===== config.mk =====
export PLATFORM = sky130hd
export DESIGN_NAME = interrupt_source_vector_priority
export DESIGN_NICKNAME = d
export VERILOG_FILES = /design/src/isvp_pkg.sv /design/src/interrupt_source_vector_priority.sv /design/src/ext_irq_line.sv /design/src/irq_vector_select.sv
export SDC_FILE = /design/constraint.sdc
export NUM_CORES = 1
export LEC_CHECK = 0
export BUFFER_PORTS_ARGS = -buffer_cell sky130_fd_sc_hd__buf_2
export CORE_MARGIN = 2
export CORE_UTILIZATION = 58
export CTS_CLUSTER_DIAMETER = 60
export DETAILED_ROUTE_END_ITERATION = 7
export PLACE_DENSITY_LB_ADDON = 0.08
export SYNTH_ARGS = -nofsm -noshare
export SYNTH_HDL_FRONTEND = slang
export SYNTH_SLANG_ARGS = --single-unit

===== constraint.sdc =====
create_clock -name aclk -period 7.3 [get_ports aclk]
set_input_delay 1.46 -clock aclk [delete_from_list [all_inputs] [get_ports aclk]]
set_output_delay 1.46 -clock aclk [all_outputs]
set_load 0.01 [all_outputs]

===== src/isvp_pkg.sv =====
// Constants, register map and source table of the interrupt source block
package isvp_pkg;

  // Register byte offsets on the AXI4-Lite slave
  localparam logic [7:0] OFS_SYSCTL  = 8'h00;
  localparam logic [7:0] OFS_SENSE   = 8'h04;
  localparam logic [7:0] OFS_ENABLE  = 8'h08;
  localparam logic [7:0] OFS_PENDING = 8'h0c;
  localparam logic [7:0] OFS_PRIO_A  = 8'h10;
  localparam logic [7:0] OFS_PRIO_B  = 8'h14;
  localparam logic [7:0] OFS_VECTOR  = 8'h18;

  // Field positions in system_control_reg
  localparam int SYS_UE_BIT    = 3;
  localparam int SYS_NMI_EDGE_SELECT_BIT = 2;

  // Writable and readable bits of each register
  localparam logic [7:0] SYSCTL_MASK  = 8'h0c;
  localparam logic [7:0] SENSE_MASK   = 8'hff;
  localparam logic [7:0] IRQ_MASK     = 8'h33;
  localparam logic [7:0] PRIO_A_MASK  = 8'hdf;
  localparam logic [7:0] PRIO_B_MASK  = 8'hce;

  // Values after reset
  localparam logic [7:0] SYSCTL_RST   = 8'h08;
  localparam logic [7:0] REG_RST      = 8'h00;

  // External lines 0, 1, 4 and 5 sit at these register bit positions
  localparam int EXT_LINES = 4;
  localparam logic [2:0] EXT_BIT [EXT_LINES] = '{3'd0, 3'd1, 3'd4, 3'd5};

  // Sources in default order: NMI, 4 external, 25 internal
  localparam int NUM_INT  = 25;
  localparam int NUM_SRC  = 30;
  localparam int IDX_W    = 5;
  localparam int FIRST_INT = 5;

  localparam logic [5:0] NMI_VECTOR = 6'h07;

  localparam logic [1:0] RESP_OKAY   = 2'b00;
  localparam logic [1:0] RESP_SLVERR = 2'b10;

  // Vector number of a source; gaps never appear, so reserved vectors are unreachable
  function automatic logic [5:0] src_vector(input logic [IDX_W-1:0] idx);
    logic [5:0] v;
    v = 6'h00;
    case (idx)
      5'd0:                         v = NMI_VECTOR;
      5'd1:                         v = 6'h0c;
      5'd2:                         v = 6'h0d;
      5'd3:                         v = 6'h10;
      5'd4:                         v = 6'h11;
      5'd5:                         v = 6'h14;
      5'd6,  5'd7,  5'd8:           v = 6'(6'h18 + 6'(idx - 5'd6));
      5'd9,  5'd10, 5'd11:          v = 6'(6'h1c + 6'(idx - 5'd9));
      5'd12, 5'd13, 5'd14:          v = 6'(6'h20 + 6'(idx - 5'd12));
      5'd15, 5'd16, 5'd17:          v = 6'(6'h24 + 6'(idx - 5'd15));
      5'd18, 5'd19, 5'd20:          v = 6'(6'h28 + 6'(idx - 5'd18));
      5'd21, 5'd22, 5'd23, 5'd24,
      5'd25, 5'd26, 5'd27, 5'd28:   v = 6'(6'h34 + 6'(idx - 5'd21));
      5'd29:                        v = 6'h3c;
      default:                      v = 6'h00;
    endcase
    return v;
  endfunction : src_vector

  // Priority bit of a source: {1 = register B, bit index}
  function automatic logic [3:0] src_prio_sel(input logic [IDX_W-1:0] idx);
    logic [3:0] s;
    s = 4'h0;
    case (idx)
      5'd1:                  s = 4'h7;
      5'd2:                  s = 4'h6;
      5'd3,  5'd4:           s = 4'h4;
      5'd5:                  s = 4'h3;
      5'd6,  5'd7,  5'd8:    s = 4'h2;
      5'd9,  5'd10, 5'd11:   s = 4'h1;
      5'd12, 5'd13, 5'd14:   s = 4'h0;
      5'd15, 5'd16, 5'd17:   s = 4'hf;
      5'd18, 5'd19, 5'd20:   s = 4'he;
      5'd21, 5'd22, 5'd23, 5'd24: s = 4'hb;
      5'd25, 5'd26, 5'd27, 5'd28: s = 4'ha;
      5'd29:                 s = 4'h9;
      default:               s = 4'h0;
    endcase
    return s;
  endfunction : src_prio_sel

endpackage : isvp_pkg


===== src/interrupt_source_vector_priority.sv =====
// Interrupt source collection, vector assignment and priority with AXI4-Lite registers
// Summary of operation
// NMI is highest priority and ignores the CPU mask bits.
// NMI triggers on rising or falling pin edge per edge-select bit.
// Taking NMI presents vector number 7.
// NMI and external lines 0 and 1 wake from standby; lines 4, 5 do not.
// Each external line senses low level or falling edge per sense bit.
// External request forwarded only when its enable bit is set.
// Each external request shows in a pending flag; software clears by writing 0.
// External lines 0, 1, 4, 5 use vectors 12, 13, 16, 17.
// External requests are sensed whatever the pin direction.
// Software clears pin direction bit and keeps serial use off the pin.
// 25 internal requests arrive already enabled by their peripherals.
// Equal priority level ranks by smaller vector number first.
// Default order after reset; two priority registers change all but NMI.
// Line 0 uses A bit 7, line 1 bit 6, lines 4/5 bit 4.
// Watchdog vector 20 bit A3; timer 0 vectors 24-26 bit A2.
// Timer 1 vectors 28-30 bit A1; timer 2 vectors 32-34 bit A0.
// Timer 3 vectors 36-38 bit B7; timer 4 vectors 40-42 bit B6.
// Serial 0 four requests use vectors 52-55 with bit B3.
// Serial 1 vectors 56-59 bit B2; converter end vector 60 bit B1.
// Vector address is two bytes per entry normal, four advanced.
// Priority bit 1 is high level 1; 0, the reset value, is low.
// Pending flag clears on write 0 after read 1, or on exception.
// Simultaneous equal-setting requests resolve by default vector order.
// Reserved vector numbers are never selected.
`timescale 1ns/1ps
module interrupt_source_vector_priority
  import isvp_pkg::*;
(
  // Clock and reset
  input  wire logic                aclk,
  input  wire logic                aresetn,
  // AXI4-Lite write address
  input  wire logic                s_axi_awvalid,
  output logic                     s_axi_awready,
  input  wire logic [7:0]          s_axi_awaddr,
  input  wire logic [2:0]          s_axi_awprot,
  // AXI4-Lite write data
  input  wire logic                s_axi_wvalid,
  output logic                     s_axi_wready,
  input  wire logic [31:0]         s_axi_wdata,
  input  wire logic [3:0]          s_axi_wstrb,
  // AXI4-Lite write response
  output logic                     s_axi_bvalid,
  input  wire logic                s_axi_bready,
  output logic [1:0]               s_axi_bresp,
  // AXI4-Lite read address
  input  wire logic                s_axi_arvalid,
  output logic                     s_axi_arready,
  input  wire logic [7:0]          s_axi_araddr,
  input  wire logic [2:0]          s_axi_arprot,
  // AXI4-Lite read data
  output logic                     s_axi_rvalid,
  input  wire logic                s_axi_rready,
  output logic [31:0]              s_axi_rdata,
  output logic [1:0]               s_axi_rresp,
  // External pins
  input  wire logic                nmi_pin,
  input  wire logic [EXT_LINES-1:0] irq_pin_n,
  // Internal requests, already gated by peripheral enables
  input  wire logic [NUM_INT-1:0]  periph_req,
  // CPU side
  input  wire logic                ccr_i_bit,
  input  wire logic                ccr_ui_bit,
  input  wire logic                advanced_mode,
  input  wire logic                exc_ack,
  input  wire logic [5:0]          exc_ack_vector,
  output logic                     cpu_irq_req,
  output logic                     cpu_irq_is_nmi,
  output logic [5:0]               cpu_irq_vector,
  output logic [15:0]              cpu_irq_vector_addr,
  output logic                     standby_wake
);

  // Registers
  logic [7:0]            system_control_reg_ff;
  logic [7:0]            irq_sense_control_reg_ff;
  logic [7:0]            irq_enable_reg_ff;
  logic [7:0]            priority_reg_a_ff;
  logic [7:0]            priority_reg_b_ff;
  logic [EXT_LINES-1:0]  seen_one_ff;
  logic                  nmi_prev_ff;
  logic                  nmi_pend_ff;

  // Bus slave state
  logic                  aw_held_ff;
  logic [7:0]            aw_addr_ff;
  logic                  w_held_ff;
  logic [7:0]            w_data_ff;
  logic                  w_lane0_ff;
  logic                  bvalid_ff;
  logic [1:0]            bresp_ff;
  logic                  rvalid_ff;
  logic [31:0]           rdata_ff;
  logic [1:0]            rresp_ff;

  // Registered CPU outputs
  logic                  irq_req_ff;
  logic                  irq_nmi_ff;
  logic [5:0]            irq_vec_ff;
  logic [15:0]           irq_addr_ff;
  logic                  wake_ff;

  // Shared decode: address maps onto a register
  function automatic logic addr_mapped(input logic [7:0] a);
    return a == OFS_SYSCTL || a == OFS_SENSE || a == OFS_ENABLE || a == OFS_PENDING ||
           a == OFS_PRIO_A || a == OFS_PRIO_B || a == OFS_VECTOR;
  endfunction : addr_mapped

  // Write channel: address and data taken in either order
  wire        wr_fire    = aw_held_ff & w_held_ff & ~bvalid_ff;
  wire        wr_ok      = wr_fire & addr_mapped(aw_addr_ff);
  wire        wr_en      = wr_ok & w_lane0_ff;
  wire        wr_sysctl  = wr_en && aw_addr_ff == OFS_SYSCTL;
  wire        wr_sense   = wr_en && aw_addr_ff == OFS_SENSE;
  wire        wr_enable  = wr_en && aw_addr_ff == OFS_ENABLE;
  wire        wr_pending = wr_en && aw_addr_ff == OFS_PENDING;
  wire        wr_prio_a  = wr_en && aw_addr_ff == OFS_PRIO_A;
  wire        wr_prio_b  = wr_en && aw_addr_ff == OFS_PRIO_B;

  assign s_axi_awready = ~aw_held_ff;
  assign s_axi_wready  = ~w_held_ff;
  assign s_axi_bvalid  = bvalid_ff;
  assign s_axi_bresp   = bresp_ff;

  // Read channel: one read outstanding
  wire        rd_fire    = s_axi_arvalid & ~rvalid_ff;
  wire        rd_pending = rd_fire && s_axi_araddr == OFS_PENDING;

  assign s_axi_arready = ~rvalid_ff;
  assign s_axi_rvalid  = rvalid_ff;
  assign s_axi_rdata   = rdata_ff;
  assign s_axi_rresp   = rresp_ff;

  always_ff @(posedge aclk) begin
    if (!aresetn) begin
      aw_held_ff <= 1'b0;
      aw_addr_ff <= 8'h00;
      w_held_ff  <= 1'b0;
      w_data_ff  <= 8'h00;
      w_lane0_ff <= 1'b0;
      bvalid_ff  <= 1'b0;
      bresp_ff   <= RESP_OKAY;
    end else begin
      if (s_axi_awvalid && !aw_held_ff) begin
        aw_held_ff <= 1'b1;
        aw_addr_ff <= s_axi_awaddr;
      end else if (wr_fire) begin
        aw_held_ff <= 1'b0;
      end
      if (s_axi_wvalid && !w_held_ff) begin
        w_held_ff  <= 1'b1;
        w_data_ff  <= s_axi_wdata[7:0];
        w_lane0_ff <= s_axi_wstrb[0];
      end else if (wr_fire) begin
        w_held_ff  <= 1'b0;
      end
      if (wr_fire) begin
        bvalid_ff <= 1'b1;
        bresp_ff  <= wr_ok ? RESP_OKAY : RESP_SLVERR;
      end else if (s_axi_bready) begin
        bvalid_ff <= 1'b0;
      end
    end
  end

  // Control registers; reserved bits hold zero, except that the sense register keeps all 8 bits writable
  always_ff @(posedge aclk) begin
    if (!aresetn) begin
      system_control_reg_ff    <= SYSCTL_RST;
      irq_sense_control_reg_ff <= REG_RST;
      irq_enable_reg_ff        <= REG_RST;
      priority_reg_a_ff        <= REG_RST;
      priority_reg_b_ff        <= REG_RST;
    end else begin
      if (wr_sysctl) system_control_reg_ff    <= w_data_ff & SYSCTL_MASK;
      if (wr_sense)  irq_sense_control_reg_ff <= w_data_ff & SENSE_MASK;
      if (wr_enable) irq_enable_reg_ff        <= w_data_ff & IRQ_MASK;
      if (wr_prio_a) priority_reg_a_ff        <= w_data_ff & PRIO_A_MASK;
      if (wr_prio_b) priority_reg_b_ff        <= w_data_ff & PRIO_B_MASK;
    end
  end

  // External lines
  logic [EXT_LINES-1:0] ext_flag;
  logic [EXT_LINES-1:0] ext_sw_clear;
  logic [EXT_LINES-1:0] ext_exc_clear;
  logic [EXT_LINES-1:0] ext_enabled;

  generate
    for (genvar g = 0; g < EXT_LINES; g++) begin : g_ext
      // Clear by write 0 only after this bit was read as 1
      assign ext_sw_clear[g]  = wr_pending & ~w_data_ff[EXT_BIT[g]] & seen_one_ff[g];
      assign ext_exc_clear[g] = exc_ack && exc_ack_vector == src_vector(IDX_W'(g + 1));
      assign ext_enabled[g]   = irq_enable_reg_ff[EXT_BIT[g]];

      ext_irq_line u_line (
        .aclk             (aclk),
        .aresetn          (aresetn),
        .pin_n            (irq_pin_n[g]),
        .sense_edge       (irq_sense_control_reg_ff[EXT_BIT[g]]),
        .sw_clear         (ext_sw_clear[g]),
        .exc_clear        (ext_exc_clear[g]),
        .irq_pending_flag (ext_flag[g])
      );
    end
  endgenerate

  // Remember which flags software has seen set
  always_ff @(posedge aclk) begin
    if (!aresetn) begin
      seen_one_ff <= '0;
    end else if (rd_pending) begin
      seen_one_ff <= ext_flag;
    end else if (wr_pending) begin
      seen_one_ff <= seen_one_ff & ~ext_sw_clear;
    end
  end

  // NMI edge detection; pin direction is never consulted
  wire nmi_rise = nmi_pin & ~nmi_prev_ff;
  wire nmi_fall = ~nmi_pin & nmi_prev_ff;
  wire nmi_edge = system_control_reg_ff[SYS_NMI_EDGE_SELECT_BIT] ? nmi_rise : nmi_fall;
  wire nmi_ack  = exc_ack && exc_ack_vector == NMI_VECTOR;

  always_ff @(posedge aclk) begin
    if (!aresetn) begin
      nmi_prev_ff <= 1'b0;
      nmi_pend_ff <= 1'b0;
    end else begin
      nmi_prev_ff <= nmi_pin;
      nmi_pend_ff <= nmi_edge | (nmi_pend_ff & ~nmi_ack);
    end
  end

  // Source vector in default order
  logic [NUM_SRC-1:0] src_req;
  logic [NUM_SRC-1:0] src_hi;
  logic [NUM_SRC-1:0] src_allowed;
  wire  [15:0]        prio_bits = {priority_reg_b_ff, priority_reg_a_ff};

  assign src_req[0] = nmi_pend_ff;
  assign src_req[FIRST_INT-1:1] = ext_flag & ext_enabled;
  assign src_req[NUM_SRC-1:FIRST_INT] = periph_req;

  // Mode: UE set uses I only; UE clear lets level 1 through under I alone
  wire ue_bit = system_control_reg_ff[SYS_UE_BIT];
  wire lvl0_ok = ~ccr_i_bit;
  wire lvl1_ok = ~ccr_i_bit | (~ue_bit & ~ccr_ui_bit);

  generate
    for (genvar s = 0; s < NUM_SRC; s++) begin : g_src
      if (s == 0) begin : g_nmi
        assign src_hi[s]      = 1'b1;
        assign src_allowed[s] = 1'b1;
      end else begin : g_mask
        assign src_hi[s]      = prio_bits[src_prio_sel(IDX_W'(s))];
        assign src_allowed[s] = src_hi[s] ? lvl1_ok : lvl0_ok;
      end
    end
  endgenerate

  logic             sel_hit;
  logic [IDX_W-1:0] sel_idx;

  irq_vector_select u_select (
    .req      (src_req),
    .level_hi (src_hi),
    .allowed  (src_allowed),
    .hit      (sel_hit),
    .win_idx  (sel_idx)
  );

  // Only table vectors leave the block, so reserved numbers cannot appear
  wire [5:0]  nxt_vec  = src_vector(sel_idx);
  wire [15:0] nxt_addr = advanced_mode ? {8'h00, nxt_vec, 2'b00}
                                       : {9'h000, nxt_vec, 1'b0};
  // Standby exit only from NMI and enabled lines 0 and 1
  wire nxt_wake = nmi_pend_ff | src_req[1] | src_req[2];

  always_ff @(posedge aclk) begin
    if (!aresetn) begin
      irq_req_ff  <= 1'b0;
      irq_nmi_ff  <= 1'b0;
      irq_vec_ff  <= 6'h00;
      irq_addr_ff <= 16'h0000;
      wake_ff     <= 1'b0;
    end else begin
      irq_req_ff  <= sel_hit;
      irq_nmi_ff  <= sel_hit && sel_idx == '0;
      irq_vec_ff  <= sel_hit ? nxt_vec : 6'h00;
      irq_addr_ff <= sel_hit ? nxt_addr : 16'h0000;
      wake_ff     <= nxt_wake;
    end
  end

  assign cpu_irq_req         = irq_req_ff;
  assign cpu_irq_is_nmi      = irq_nmi_ff;
  assign cpu_irq_vector      = irq_vec_ff;
  assign cpu_irq_vector_addr = irq_addr_ff;
  assign standby_wake        = wake_ff;

  // Read data mux
  logic [7:0] pend_view;
  always_comb begin
    pend_view = 8'h00;
    for (int k = 0; k < EXT_LINES; k++) begin
      pend_view[EXT_BIT[k]] = ext_flag[k];
    end
  end

  wire [31:0] rd_word =
    (s_axi_araddr == OFS_SYSCTL)  ? {24'h000000, system_control_reg_ff}    :
    (s_axi_araddr == OFS_SENSE)   ? {24'h000000, irq_sense_control_reg_ff} :
    (s_axi_araddr == OFS_ENABLE)  ? {24'h000000, irq_enable_reg_ff}        :
    (s_axi_araddr == OFS_PENDING) ? {24'h000000, pend_view}                :
    (s_axi_araddr == OFS_PRIO_A)  ? {24'h000000, priority_reg_a_ff}        :
    (s_axi_araddr == OFS_PRIO_B)  ? {24'h000000, priority_reg_b_ff}        :
    (s_axi_araddr == OFS_VECTOR)  ? {8'h00, irq_addr_ff, irq_req_ff, irq_nmi_ff, irq_vec_ff} :
                                    32'h00000000;

  always_ff @(posedge aclk) begin
    if (!aresetn) begin
      rvalid_ff <= 1'b0;
      rdata_ff  <= 32'h00000000;
      rresp_ff  <= RESP_OKAY;
    end else if (rd_fire) begin
      rvalid_ff <= 1'b1;
      rdata_ff  <= rd_word;
      rresp_ff  <= addr_mapped(s_axi_araddr) ? RESP_OKAY : RESP_SLVERR;
    end else if (s_axi_rready) begin
      rvalid_ff <= 1'b0;
    end
  end

endmodule : interrupt_source_vector_priority


===== src/ext_irq_line.sv =====
// One external request line: sense detection and pending flag
`timescale 1ns/1ps
module ext_irq_line
  import isvp_pkg::*;
(
  // Clock and reset
  input  wire logic aclk,
  input  wire logic aresetn,
  // Pin and controls
  input  wire logic pin_n,
  input  wire logic sense_edge,
  input  wire logic sw_clear,
  input  wire logic exc_clear,
  // Flag
  output logic      irq_pending_flag
);

  logic pin_prev_ff;
  logic flag_ff;
  logic set_req;
  logic clr_req;

  // Low level, or high-to-low change, per the sense bit
  assign set_req = sense_edge ? (pin_prev_ff & ~pin_n) : ~pin_n;
  // Exception clear in level mode only once the pin is back high
  assign clr_req = sw_clear | (exc_clear & (sense_edge | pin_n));

  always_ff @(posedge aclk) begin
    if (!aresetn) begin
      pin_prev_ff <= 1'b1;
      flag_ff     <= 1'b0;
    end else begin
      pin_prev_ff <= pin_n;
      // A new event wins over a clear in the same cycle
      flag_ff     <= set_req | (flag_ff & ~clr_req);
    end
  end

  assign irq_pending_flag = flag_ff;

endmodule : ext_irq_line


===== src/irq_vector_select.sv =====
// Priority arbiter over all sources in default vector order
`timescale 1ns/1ps
module irq_vector_select
  import isvp_pkg::*;
(
  // Requests and their levels, index order is default order
  input  wire logic [NUM_SRC-1:0] req,
  input  wire logic [NUM_SRC-1:0] level_hi,
  input  wire logic [NUM_SRC-1:0] allowed,
  // Winner
  output logic                    hit,
  output logic [IDX_W-1:0]        win_idx
);

  logic [NUM_SRC-1:0] live;
  logic [NUM_SRC-1:0] live_hi;

  assign live    = req & allowed;
  // NMI forced into the top class so nothing outranks it
  assign live_hi = live & (level_hi | NUM_SRC'(1));

  always_comb begin
    hit     = |live;
    win_idx = '0;
    // Downward scan leaves the smallest vector as winner
    for (int i = NUM_SRC - 1; i >= 0; i--) begin
      if (live[i] && live_hi == '0) begin
        win_idx = IDX_W'(i);
      end
    end
    for (int i = NUM_SRC - 1; i >= 0; i--) begin
      if (live_hi[i]) begin
        win_idx = IDX_W'(i);
      end
    end
  end

endmodule : irq_vector_select


== Yosys cells after proc, flatten, opt, wreduce, memory -nomap -nowiden ==
Cells that the tools add are included.
Storage, ports and cells
  register bits: 122
  logic and storage cells: 340
Cells by class
  multiplexer cells: 97
  bitwise logic cells: 74
  reduce and logical (&&, ||, !) cells: 78
  eq/ne operators: 46
  add/sub/neg operators: 12
Operators with widths (number)
  2-to-1 mux 5 bit: 60
  2-to-1 mux 24 bit: 7
  one-hot mux 6 bit (13 select lines): 1
  == test 5 bit (second input constant): 14
  AND 30 bit: 2
  == test 8 x 5 -> 1 bit (second input constant): 6
  logical AND 1 bit: 45
  == test 5 x 4 -> 1 bit (second input constant): 8
  == test 8 x 4 -> 1 bit (second input constant): 4
  zero test 30 bit: 1
  OR reduction 30 bit: 1
  AND 1 bit: 29
  adder 6 bit (first input constant): 4
  2-to-1 mux 1 bit: 24
  NOT 1 bit: 24
  == test 5 x 3 -> 1 bit (second input constant): 4
  OR reduction 3 bit: 6
  subtractor 5 x 4 -> 6 bit (second input constant): 3
  == test 8 x 3 -> 1 bit (second input constant): 2
  zero test 8 bit: 2
  bitwise OR 1 bit: 16
  adder 5 x 6 -> 6 bit (first input constant): 2
  == test 6 x 4 -> 1 bit (second input constant): 2
  == test 6 x 5 -> 1 bit (second input constant): 2
  17 further kinds: 38

== Depth between registers and ports, before layout ==
Gate-level depths: netlist (run 1).
  depth after elaboration: 72
  gate-level depth with buffers: 19

== By module ==
From an unflattened synthesis (run 1), not the netlist that was laid out.
Unflattened totals
  cell total of the unflattened synthesis: 759
  area, all modules: 6248.5 um2
By module, submodules not included
  interrupt_source_vector_priority: times used 1, cells each 549, area an instance 4775.8 um2
  irq_vector_select: times used 1, cells each 186, area an instance 1182.4 um2
  ext_irq_line: times used 4, cells each 6, area an instance 72.6 um2

== Worst setup path after synthesis (run 1) ==
OpenSTA, ideal clock, no wires.
  path type: input to register
  start: in ccr_i_bit
  end: reg irq_addr_ff[2], in the netlist cpu_irq_vector_addr[2]
  arrival time: 4.815 ns
  library setup time: 0.157 ns
  data required time: 7.143 ns
  path buffers: 3
  path slack: 2.329 ns
  cell stages on the path: 15
  cells stage by stage: buf_2 -> buf_2 -> clkbuf_1 -> a2bb2oi_1 -> a2111oi_1 -> o311ai_2 -> a31oi_1 -> o21bai_4 -> ha_1 -> or2_0 -> o21ai_0 -> a21oi_1 -> or4b_1 -> a211oi_1 -> a211oi_1
On the way
  cells in the longest elaborated chain, start to end: 71
Ends and longest elaborated chain
  start: declaration: RTL line interrupt_source_vector_priority.sv:64  | input wire logic ccr_i_bit,
  NOT 1 bit *: RTL line interrupt_source_vector_priority.sv:249, interrupt_source_vector_priority.sv:250
  bitwise OR 1 bit: RTL line interrupt_source_vector_priority.sv:250  | wire lvl1_ok = ~ccr_i_bit | (~ue_bit & ~ccr_ui_bit);
  2-to-1 mux 1 bit: RTL line interrupt_source_vector_priority.sv:259  | assign src_allowed[s] = src_hi[s] ? lvl1_ok : lvl0_ok;
  AND 30 bit *: RTL line irq_vector_select.sv:18  | assign live = req & allowed;
  AND 30 bit: RTL line irq_vector_select.sv:20  | assign live_hi = live & (level_hi | NUM_SRC'(1));
  zero test 30 bit: RTL line irq_vector_select.sv:27  | if (live[i] && live_hi == '0) begin
  logical AND 1 bit: RTL line irq_vector_select.sv:27
  2-to-1 mux 5 bit (30 in a row): RTL line irq_vector_select.sv:27
  2-to-1 mux 5 bit (30 in a row): RTL line irq_vector_select.sv:32  | if (live_hi[i]) begin
  subtractor 5 x 5 -> 6 bit (tied with other cells): RTL line isvp_pkg.sv:60  | 5'd25, 5'd26, 5'd27, 5'd28: v = 6'(6'h34 + 6'(idx - 5'd21));
  adder 6 bit (tied with other cells): RTL line isvp_pkg.sv:60
  one-hot mux 6 bit (13 select lines): RTL line isvp_pkg.sv:47  | case (idx)
  2-to-1 mux 7 bit: RTL line interrupt_source_vector_priority.sv:277  | wire [15:0] nxt_addr = advanced_mode ? {8'h00, nxt_vec, 2'b00}
  end signal: assignment: RTL line interrupt_source_vector_priority.sv:293  | irq_addr_ff <= sel_hit ? nxt_addr : 16'h0000;
  end: declaration: RTL line interrupt_source_vector_priority.sv:102  | logic [15:0] irq_addr_ff;
Mark *: on every way between the ends. The rest lies on a longest branch, timed or not.
A chain may end at the register's enable or synchronous reset.

== Worst setup path after layout (run 1) ==
  start: in ccr_i_bit
  end: reg irq_addr_ff[7], in the netlist cpu_irq_vector_addr[7]
On the way
  cells in the longest elaborated chain, start to end: 70
Ends and longest elaborated chain (RTL line)
  NOT 1 bit *: interrupt_source_vector_priority.sv:249, interrupt_source_vector_priority.sv:250
  bitwise OR 1 bit: interrupt_source_vector_priority.sv:250
  2-to-1 mux 1 bit: interrupt_source_vector_priority.sv:259
  AND 30 bit *: irq_vector_select.sv:18
  AND 30 bit: irq_vector_select.sv:20
  zero test 30 bit: irq_vector_select.sv:27
  logical AND 1 bit: irq_vector_select.sv:27
  2-to-1 mux 5 bit (30 in a row): irq_vector_select.sv:27
  2-to-1 mux 5 bit (30 in a row): irq_vector_select.sv:32
  subtractor 5 x 5 -> 6 bit (tied with other cells): isvp_pkg.sv:60
  adder 6 bit (tied with other cells): isvp_pkg.sv:60
  one-hot mux 6 bit (13 select lines): isvp_pkg.sv:47
Marked as above.

==> results of run 1 <==
[tightest hold or removal path, cell delays in order (launching register included)]
cell and delay (ns):
sky130_fd_sc_hd__dfxtp_1 0.31, sky130_fd_sc_hd__nor2b_1 0.04, sky130_fd_sc_hd__o22ai_1 0.08
[synthesized netlist by cell type (7+ instances only)]
| cell type | instances | share of area, % |
|---|---|---|
| sky130_fd_sc_hd__nand4_1 | 7 | 0.67 |
| sky130_fd_sc_hd__nor2b_1 | 63 | 6.0 |
| sky130_fd_sc_hd__a21boi_0 | 19 | 2.2 |
| sky130_fd_sc_hd__nor2_1 | 41 | 2.4 |
| sky130_fd_sc_hd__nor3b_1 | 9 | 1.0 |
| sky130_fd_sc_hd__a21oi_1 | 45 | 3.4 |
| sky130_fd_sc_hd__o21ai_0 | 31 | 2.4 |
| sky130_fd_sc_hd__mux2i_1 | 47 | 7.2 |
| sky130_fd_sc_hd__a22oi_1 | 15 | 1.7 |
| sky130_fd_sc_hd__ha_1 | 13 | 2.5 |
| sky130_fd_sc_hd__o22ai_1 | 13 | 1.2 |
| sky130_fd_sc_hd__o21a_1 | 12 | 1.4 |
| sky130_fd_sc_hd__nand2b_1 | 15 | 1.4 |
| sky130_fd_sc_hd__a31oi_1 | 8 | 0.77 |
| sky130_fd_sc_hd__o211ai_1 | 10 | 1.1 |
| sky130_fd_sc_hd__buf_4 | 30 | 3.4 |
| sky130_fd_sc_hd__buf_2 | 10 | 0.77 |
| sky130_fd_sc_hd__inv_1 | 24 | 1.4 |
| sky130_fd_sc_hd__or2_2 | 7 | 0.67 |
| sky130_fd_sc_hd__dfxtp_1 | 94 | 29 |
| sky130_fd_sc_hd__nor3_1 | 11 | 0.84 |
| sky130_fd_sc_hd__nand3b_1 | 8 | 0.92 |
| sky130_fd_sc_hd__nand2_1 | 79 | 4.5 |
| sky130_fd_sc_hd__and2_1 | 10 | 0.96 |
| sky130_fd_sc_hd__clkbuf_1 | 20 | 1.1 |
| sky130_fd_sc_hd__nand3_1 | 14 | 1.1 |
[area by class of cell]
class	count	area [um^2]	share of cell area [%]
Sequential cell	94	1882	25.73
Clock buffer	12	256.5	3.507
Inverter	24	90.09	1.232
Multi-Input combinational cell	648	4279	58.51
Tap cell	140	175.2	2.395
Clock inverter	4	55.05	0.7528
Timing Repair Buffer	113	575.6	7.870
[stage by stage]
step	area (um^2)	setup WS, ns	std cells	power, W
after floorplan	6643	2.329	831	0.0007908
after global placement	7002	1.025	1019	0.0008846
after detailed placement	7002	1.007	1019	0.0008879
after CTS	7313	1.345	1035	0.001361
after global routing	7313	0.8423	1035	0.001420
final	7313	1.180	1035	0.001361
[per-layer routing]
layer | vias to the layer above | part of all wire, % | track usage [%]
li1 | 3077 | - | -
met1 | 2992 | 44 | 38.87
met2 | 226 | 49 | 51.05
met3 | 40 | 4.7 | 3.527
met4 | 0 | 2.4 | 10.71
met5 | - | 0 | 0
[state kept, by name (all words and copies together) (netlist names), 2 cells and up]
| name | flops |
|---|---|
| g_ext.u_line.irq_pending_flag | 4 |
| cpu_irq_vector | 6 |
| w_data_ff | 8 |
| priority_reg_a_ff | 7 |
| g_ext.u_line.pin_prev_ff | 4 |
| s_axi_rdata | 15 |
| aw_addr_ff | 8 |
| priority_reg_b_ff | 5 |
| irq_sense_control_reg_ff | 8 |
| seen_one_ff | 4 |
| cpu_irq_vector_addr | 7 |
| system_control_reg_ff | 2 |
| irq_enable_reg_ff | 4 |
[worst max-delay path by stage]
stage / depth (start not counted) / slack, ns / to / from
floorplan: 15 / 2.33 / cpu_irq_vector_addr[2] / ccr_i_bit
global placement: 17 / 1.03 / cpu_irq_vector_addr[7] / ccr_i_bit
detailed placement: 17 / 1.01 / cpu_irq_vector_addr[7] / ccr_i_bit
CTS: 17 / 1.35 / cpu_irq_vector_addr[7] / ccr_i_bit
global route: 17 / 0.84 / cpu_irq_vector_addr[7] / ccr_i_bit
finish: 17 / 1.18 / cpu_irq_vector_addr[7] / ccr_i_bit
[where the power goes]
group	switching [W]	internal, W	leakage, nW	total [W]
clock network	0.000191	0.000285	0.149	0.000477
logic	0.000191	0.000126	2.19	0.000317
registers	0.0000258	0.000542	0.768	0.000567
total	0.000408	0.000953	3.11	0.00136
[layout by cell type (no fill, tap or decap), drive strengths merged, types with 5 or more instances in the layout]
cell    instances
a211oi          7
a21boi         21
a21o            7
a21oi          46
a22oi          15
a31oi           8
and2           12
and3            5
buf           113
clkbuf         12
conb           28
dfxtp          94
ha             13
inv            24
mux2i          47
nand2          80
nand2b         15
nand3          14
nand3b          8
nand4           7
nor2           41
nor2b          63
nor3           12
nor3b           9
o211a           7
o211ai         12
o21a           13
o21ai          36
o21bai          5
o221ai          5
o22ai          13
o311ai          5
or2             9
or3             6
or3b            7
[kinds of logic (layout without fill, tap and decap cells)]
| family | after synthesis | after routing | share of synthesized area (%) |
|---|---|---|---|
| DFF | 94 | 94 | 28.77 |
| muxes | 47 | 47 | 7.192 |
| other | 1 | 28 | 0.05733 |
| and+or+nand+nor | 303 | 303 | 25.44 |
| buffers and inverters | 89 | 153 | 7.364 |
| adders and majority gates | 13 | 13 | 2.487 |
| AOI/OAI and AO/OA | 255 | 255 | 28.42 |
| xor gates and xnor gates | 2 | 2 | 0.2678 |
==> run summary, run 1 <==
Result of the run: finished, final reports clean
R2r setup slk: 1.99 ns
Clock latency at the later pin of the worst-skew pair: 0.34 ns
Nature of the critical path endpoint: flip-flop
Worst slew slack as a fraction of its limit: 27.13%
Cell Area, Synth: 0.006541 mm^2
Sum of overflow across all layers after global routing: 0
Total Wirelength: 18350 um
List of cells traversed by the critical path: buf_2 -> o21ai_1 -> o21ai_0 -> nand3_1 -> nor4b_2 -> and2b_1 -> o31a_1 -> inv_1 -> ha_1 -> or2_0 -> o21ai_0 -> a21oi_1 -> nand2_1 -> o22ai_1 -> o2bb2ai_1 -> o31a_1 -> and2_1
Relative area change from synthesis to final layout: 11.80%
Crit share post-route: 83.83%
Per-cell routed wire length: 17.73 um
Die Y: 110.2 um
Final critical-path required period: 6.120 ns
CP arrival: 6.40 ns
Worst Setup Start Kind: primary input
Longest individual stage delay on the worst path: 0.62 ns
Estimated wirelength of the detail-placed design: 13720 um
Final hold violations: 0
Clock Tree Root: sky130_fd_sc_hd__clkbuf_16
Die X: 110.2 um
Critical Path Slowest Stage Cell: sky130_fd_sc_hd__a21oi_1
Area of the die: 0.01214 mm^2
Min-Delay Path Depth: 2
Final core area utilization: 66.88%
Count of nets after finishing: 1008
H-tree depth reported by CTS: 3
Finish-stage setup viols: 0
PortBufs: 109
Post-synth ARST share: 0%
Warning count from the yosys run: 0
Worst Hold Class: reg -> reg
Max clock buf depth: 2
Worst Path Max Fanout: 34
I/O pin total: 171
Effective utilization at floorplan: 59.82%
P_leak: 3.112 nW
Pin count of the biggest net entering global routing: 80
Commonest register cell after synthesis: sky130_fd_sc_hd__dfxtp_1
Number of hold-repair buffers added at the cts stage: 0
Hold Startpoint: g_ext[0].u_line.pin_prev_ff
Total negative setup slack: 0 ns
Total global-route track usage: 29.89%
Fraction of the yosys area taken by sequential cells: 28.77%
Crit path buffers/inverters: 2
Layout Skew: 0.008718 ns
Worst EP required: 7.58 ns
RR Endpoint: cpu_irq_vector_addr[7]
Synth Register Bits: 94
Slew at the pin with the worst max-slew slack: 1.089 ns
Core region area: 0.01094 mm^2
Unrepaired setup endpoints after global routing: false
Fraction of final layout cells sized beyond drive strength 1: 17.99%
Vias per std cell: 6.121
Maximum clock frequency: 163.4 MHz
Antenna viol nets, final: 0
Capture endpoint of the worst hold path: g_ext[0].u_line.irq_pending_flag
Worst hold margin: 0.4722 ns
Worst Reg-to-Reg Cells: 16
Clock edge transition at the registers on the reported setup and hold paths: 0.07 ns
Total number of clock tree sinks: 94
Inserted Clock Buffers: 9
Total power divided by cell area: 186.2 mW/mm^2
Final weighted congestion in routability-driven placement: 0.9519
Vias in the first global route: 5781
DRC violation count after routing: 0
Family with the most delay on the worst path: compound AO/OA/AOI/OAI gates
Clock tree from TritonCTS: built
Initial antenna violation count: 0
CP Class: in -> reg
Wire length of the first global-routing pass: 28520 um
Post-synthesis instance total: 804
Number of distinct library cells after synthesis: 99
Slew Limit Fails: 0
Average cell area after synthesis: 8.136 um^2
Number of iterations in the first detailed-routing pass: 5
Post-synth EDFFs: 0
Worst vdd rail ir drop: 0.0001859 V
Worst flop-to-flop path startpoint: system_control_reg_ff[3]
Post-CTS Setup Repair Bufs: 0
1st-iter DRT viols: 495
Resize count post-CTS: 0
# rows: 38
Detailed-route via count: 6335
Total of fill cells in the finished design: 939
Diode count: 0
# Max-Cap Violations: 0
Note: power is estimated with default switching activity, not from simulation.
==> run 2, diff against run 1 <==
Settings changed: CORE_UTILIZATION 58 to 54.
Clock period 7.3 ns to 5.9 ns, I/O delays scaled along.
==> run summary, run 2 (synthesis results as in run 1) <==
Result of the run: finished, final reports clean
Clock Tree Root: sky130_fd_sc_hd__clkbuf_16
CP arrival: 5.34 ns
Number of hold-repair buffers added at the cts stage: 0
Share of power burned in the clock network: 34.4%
Die X: 114.1 um
Post-CTS Setup Repair Bufs: 0
Register share of total power: 41.0%
Combinational Power Share: 24.5%
Worst Reg-to-Reg Cells: 17
Clock latency at the later pin of the worst-skew pair: 0.34 ns
Capture endpoint of the worst hold path: s_axi_rdata[7]
Diode count: 0
Hold Startpoint: s_axi_rdata[7]
Estimated wirelength of the detail-placed design: 14450 um
Nature of the critical path endpoint: flip-flop
Most frequent standard cell in the layout excluding fill and tap cells: sky130_fd_sc_hd__buf_2
Unrepaired setup endpoints after global routing: false
Number of iterations in the first detailed-routing pass: 5
Sum of overflow across all layers after global routing: 0
Final hold violations: 0
Total negative setup slack: 0 ns
Switching power of the nets: 0.0005111 W
Layout Skew: 0.005002 ns
Min-Delay Path Depth: 2
Slew Limit Fails: 0
Count of nets after finishing: 1024
Top library cells by usage in the layout, fill and taps aside: sky130_fd_sc_hd__buf_2 (109), sky130_fd_sc_hd__dfxtp_1 (94), sky130_fd_sc_hd__nand2_1 (79)
Resize count post-CTS: 0
Total global-route track usage: 28.86%
Worst Hold Class: reg -> reg
Maximum clock frequency: 195.1 MHz
Fin area: 0.007438 mm^2
Relative area change from synthesis to final layout: 13.71%
Max clock buf depth: 2
# rows: 40
Total Wirelength: 18800 um
Largest register FFs: 15
Final weighted congestion in routability-driven placement: 0.8903
Wire length of the first global-routing pass: 30330 um
# Max-Cap Violations: 0
Pin count of the biggest net entering global routing: 80
Startpoint of the most critical setup path: ccr_ui_bit
Worst Setup Start Kind: primary input
Clock tree from TritonCTS: built
Initial antenna violation count: 0
Worst Path Max Fanout: 15
Core region area: 0.01191 mm^2
RR Endpoint: cpu_irq_vector_addr[4]
Placement-stage cell area: 0.007131 mm^2
Per-cell routed wire length: 17.78 um
Crit share post-route: 86.89%
Effective utilization at floorplan: 54.92%
CP Class: in -> reg
P_leak: 3.191 nW
PortBufs: 109
Finish-stage setup viols: 0
Total number of clock tree sinks: 94
Inserted Clock Buffers: 9
Worst EP required: 6.11 ns
DRC violation count after routing: 0
I/O pin total: 171
Internal power summed over all cells: 0.001195 W
Area of the die: 0.01301 mm^2
Final critical-path required period: 5.127 ns
Clock edge transition at the registers on the reported setup and hold paths: 0.07 ns
Antenna viol nets, final: 0
Slew at the pin with the worst max-slew slack: 0.8657 ns
H-tree depth reported by CTS: 3
Switching power share of the total: 29.95%
R2r setup slk: 1.08 ns
Worst flop-to-flop path startpoint: system_control_reg_ff[3]
Detailed-route via count: 6378
Die Y: 114.1 um
Fraction of final layout cells sized beyond drive strength 1: 19.45%
Worst vdd rail ir drop: 0.0002259 V
Vias in the first global route: 6133
Total power divided by cell area: 229.4 mW/mm^2
Worst slew slack as a fraction of its limit: 41.84%
1st-iter DRT viols: 439
Final core area utilization: 62.45%
Vias per std cell: 6.034
[run 2: cell types whose count changed in the layout (fill, tap and decap cells not counted)]
cell | before | now
sky130_fd_sc_hd__inv_6 | 0 | 1
sky130_fd_sc_hd__clkinv_4 | 2 | 1
sky130_fd_sc_hd__clkbuf_1 | 1 | 0
sky130_fd_sc_hd__buf_4 | 4 | 20
[run 2: metrics by stage]
| stage | setup slack (ns) | instances | hold slack (ns) | total power, W |
|---|---|---|---|---|
| 2_1_floorplan | 1.209 | 831 | 0.4419 | 0.0009785 |
| 3_3_place_gp | 0.5899 | 1042 | 0.4522 | 0.001120 |
| 3_5_place_dp | 0.5727 | 1042 | 0.4637 | 0.001124 |
| 4_1_cts | 0.9015 | 1057 | 0.4812 | 0.001710 |
| 5_1_grt | 0.5152 | 1057 | 0.5011 | 0.001788 |
| 6_report | 0.7732 | 1057 | 0.4751 | 0.001707 |
[run 2: critical path: stages]
cell,delay [ns]
sky130_fd_sc_hd__buf_2,0.21
sky130_fd_sc_hd__or3b_4,0.44
sky130_fd_sc_hd__o2bb2ai_1,0.15
sky130_fd_sc_hd__a2111oi_1,0.59
sky130_fd_sc_hd__o311ai_2,0.21
sky130_fd_sc_hd__a31oi_1,0.31
sky130_fd_sc_hd__o21bai_4,0.15
sky130_fd_sc_hd__ha_1,0.22
sky130_fd_sc_hd__or2_0,0.23
sky130_fd_sc_hd__buf_4,0.16
sky130_fd_sc_hd__a21boi_0,0.36
sky130_fd_sc_hd__nand2_1,0.14
sky130_fd_sc_hd__nand2_1,0.14
sky130_fd_sc_hd__o22ai_1,0.08
sky130_fd_sc_hd__mux2i_1,0.17
sky130_fd_sc_hd__o211ai_1,0.16
sky130_fd_sc_hd__nor3_1,0.34
sky130_fd_sc_hd__o22ai_1,0.11
[run 2: area by class of cell]
| class | count | area, um^2 |
|---|---|---|
| Clock buffer | 11 | 252.7 |
| Clock inverter | 4 | 55.05 |
| Fill cell | 1097 | 4473 |
| Inverter | 24 | 90.09 |
| Multi-Input combinational cell | 648 | 4279 |
| Sequential cell | 94 | 1882 |
| Tap cell | 147 | 183.9 |
| Timing Repair Buffer | 129 | 695.7 |
[run 2: worst max path at each step]
stage / endpoint / slack, ns / cells after the start
finish: cpu_irq_vector_addr[4] / 0.77 / 18
global route: cpu_irq_vector_addr[6] / 0.52 / 17
CTS: cpu_irq_vector_addr[4] / 0.90 / 18
detailed placement: cpu_irq_vector_addr[4] / 0.57 / 18
global placement: cpu_irq_vector_addr[2] / 0.59 / 16
floorplan: cpu_irq_vector_addr[2] / 1.21 / 15
[run 2: layer usage]
metal  part of all wire (%)  vias to the layer above  GRT usage, %
met2                     50                      212         50.12
li1                       -                     3116             -
met1                     43                     3011         36.48
met3                    5.3                       39         4.553
met4                    2.3                        0         9.837
met5                      0                        -             0
[run 2: power groups by stage]
stage | Clock, W | Sequential, W | Combinational (W)
after global routing | 0.000625 | 0.000705 | 0.000459
final | 0.000588 | 0.000701 | 0.000418
after detailed placement | 0 | 0.000714 | 0.000410
after global placement | 0 | 0.000713 | 0.000406
after floorplan | 0 | 0.000715 | 0.000264
after CTS | 0.000597 | 0.000700 | 0.000413
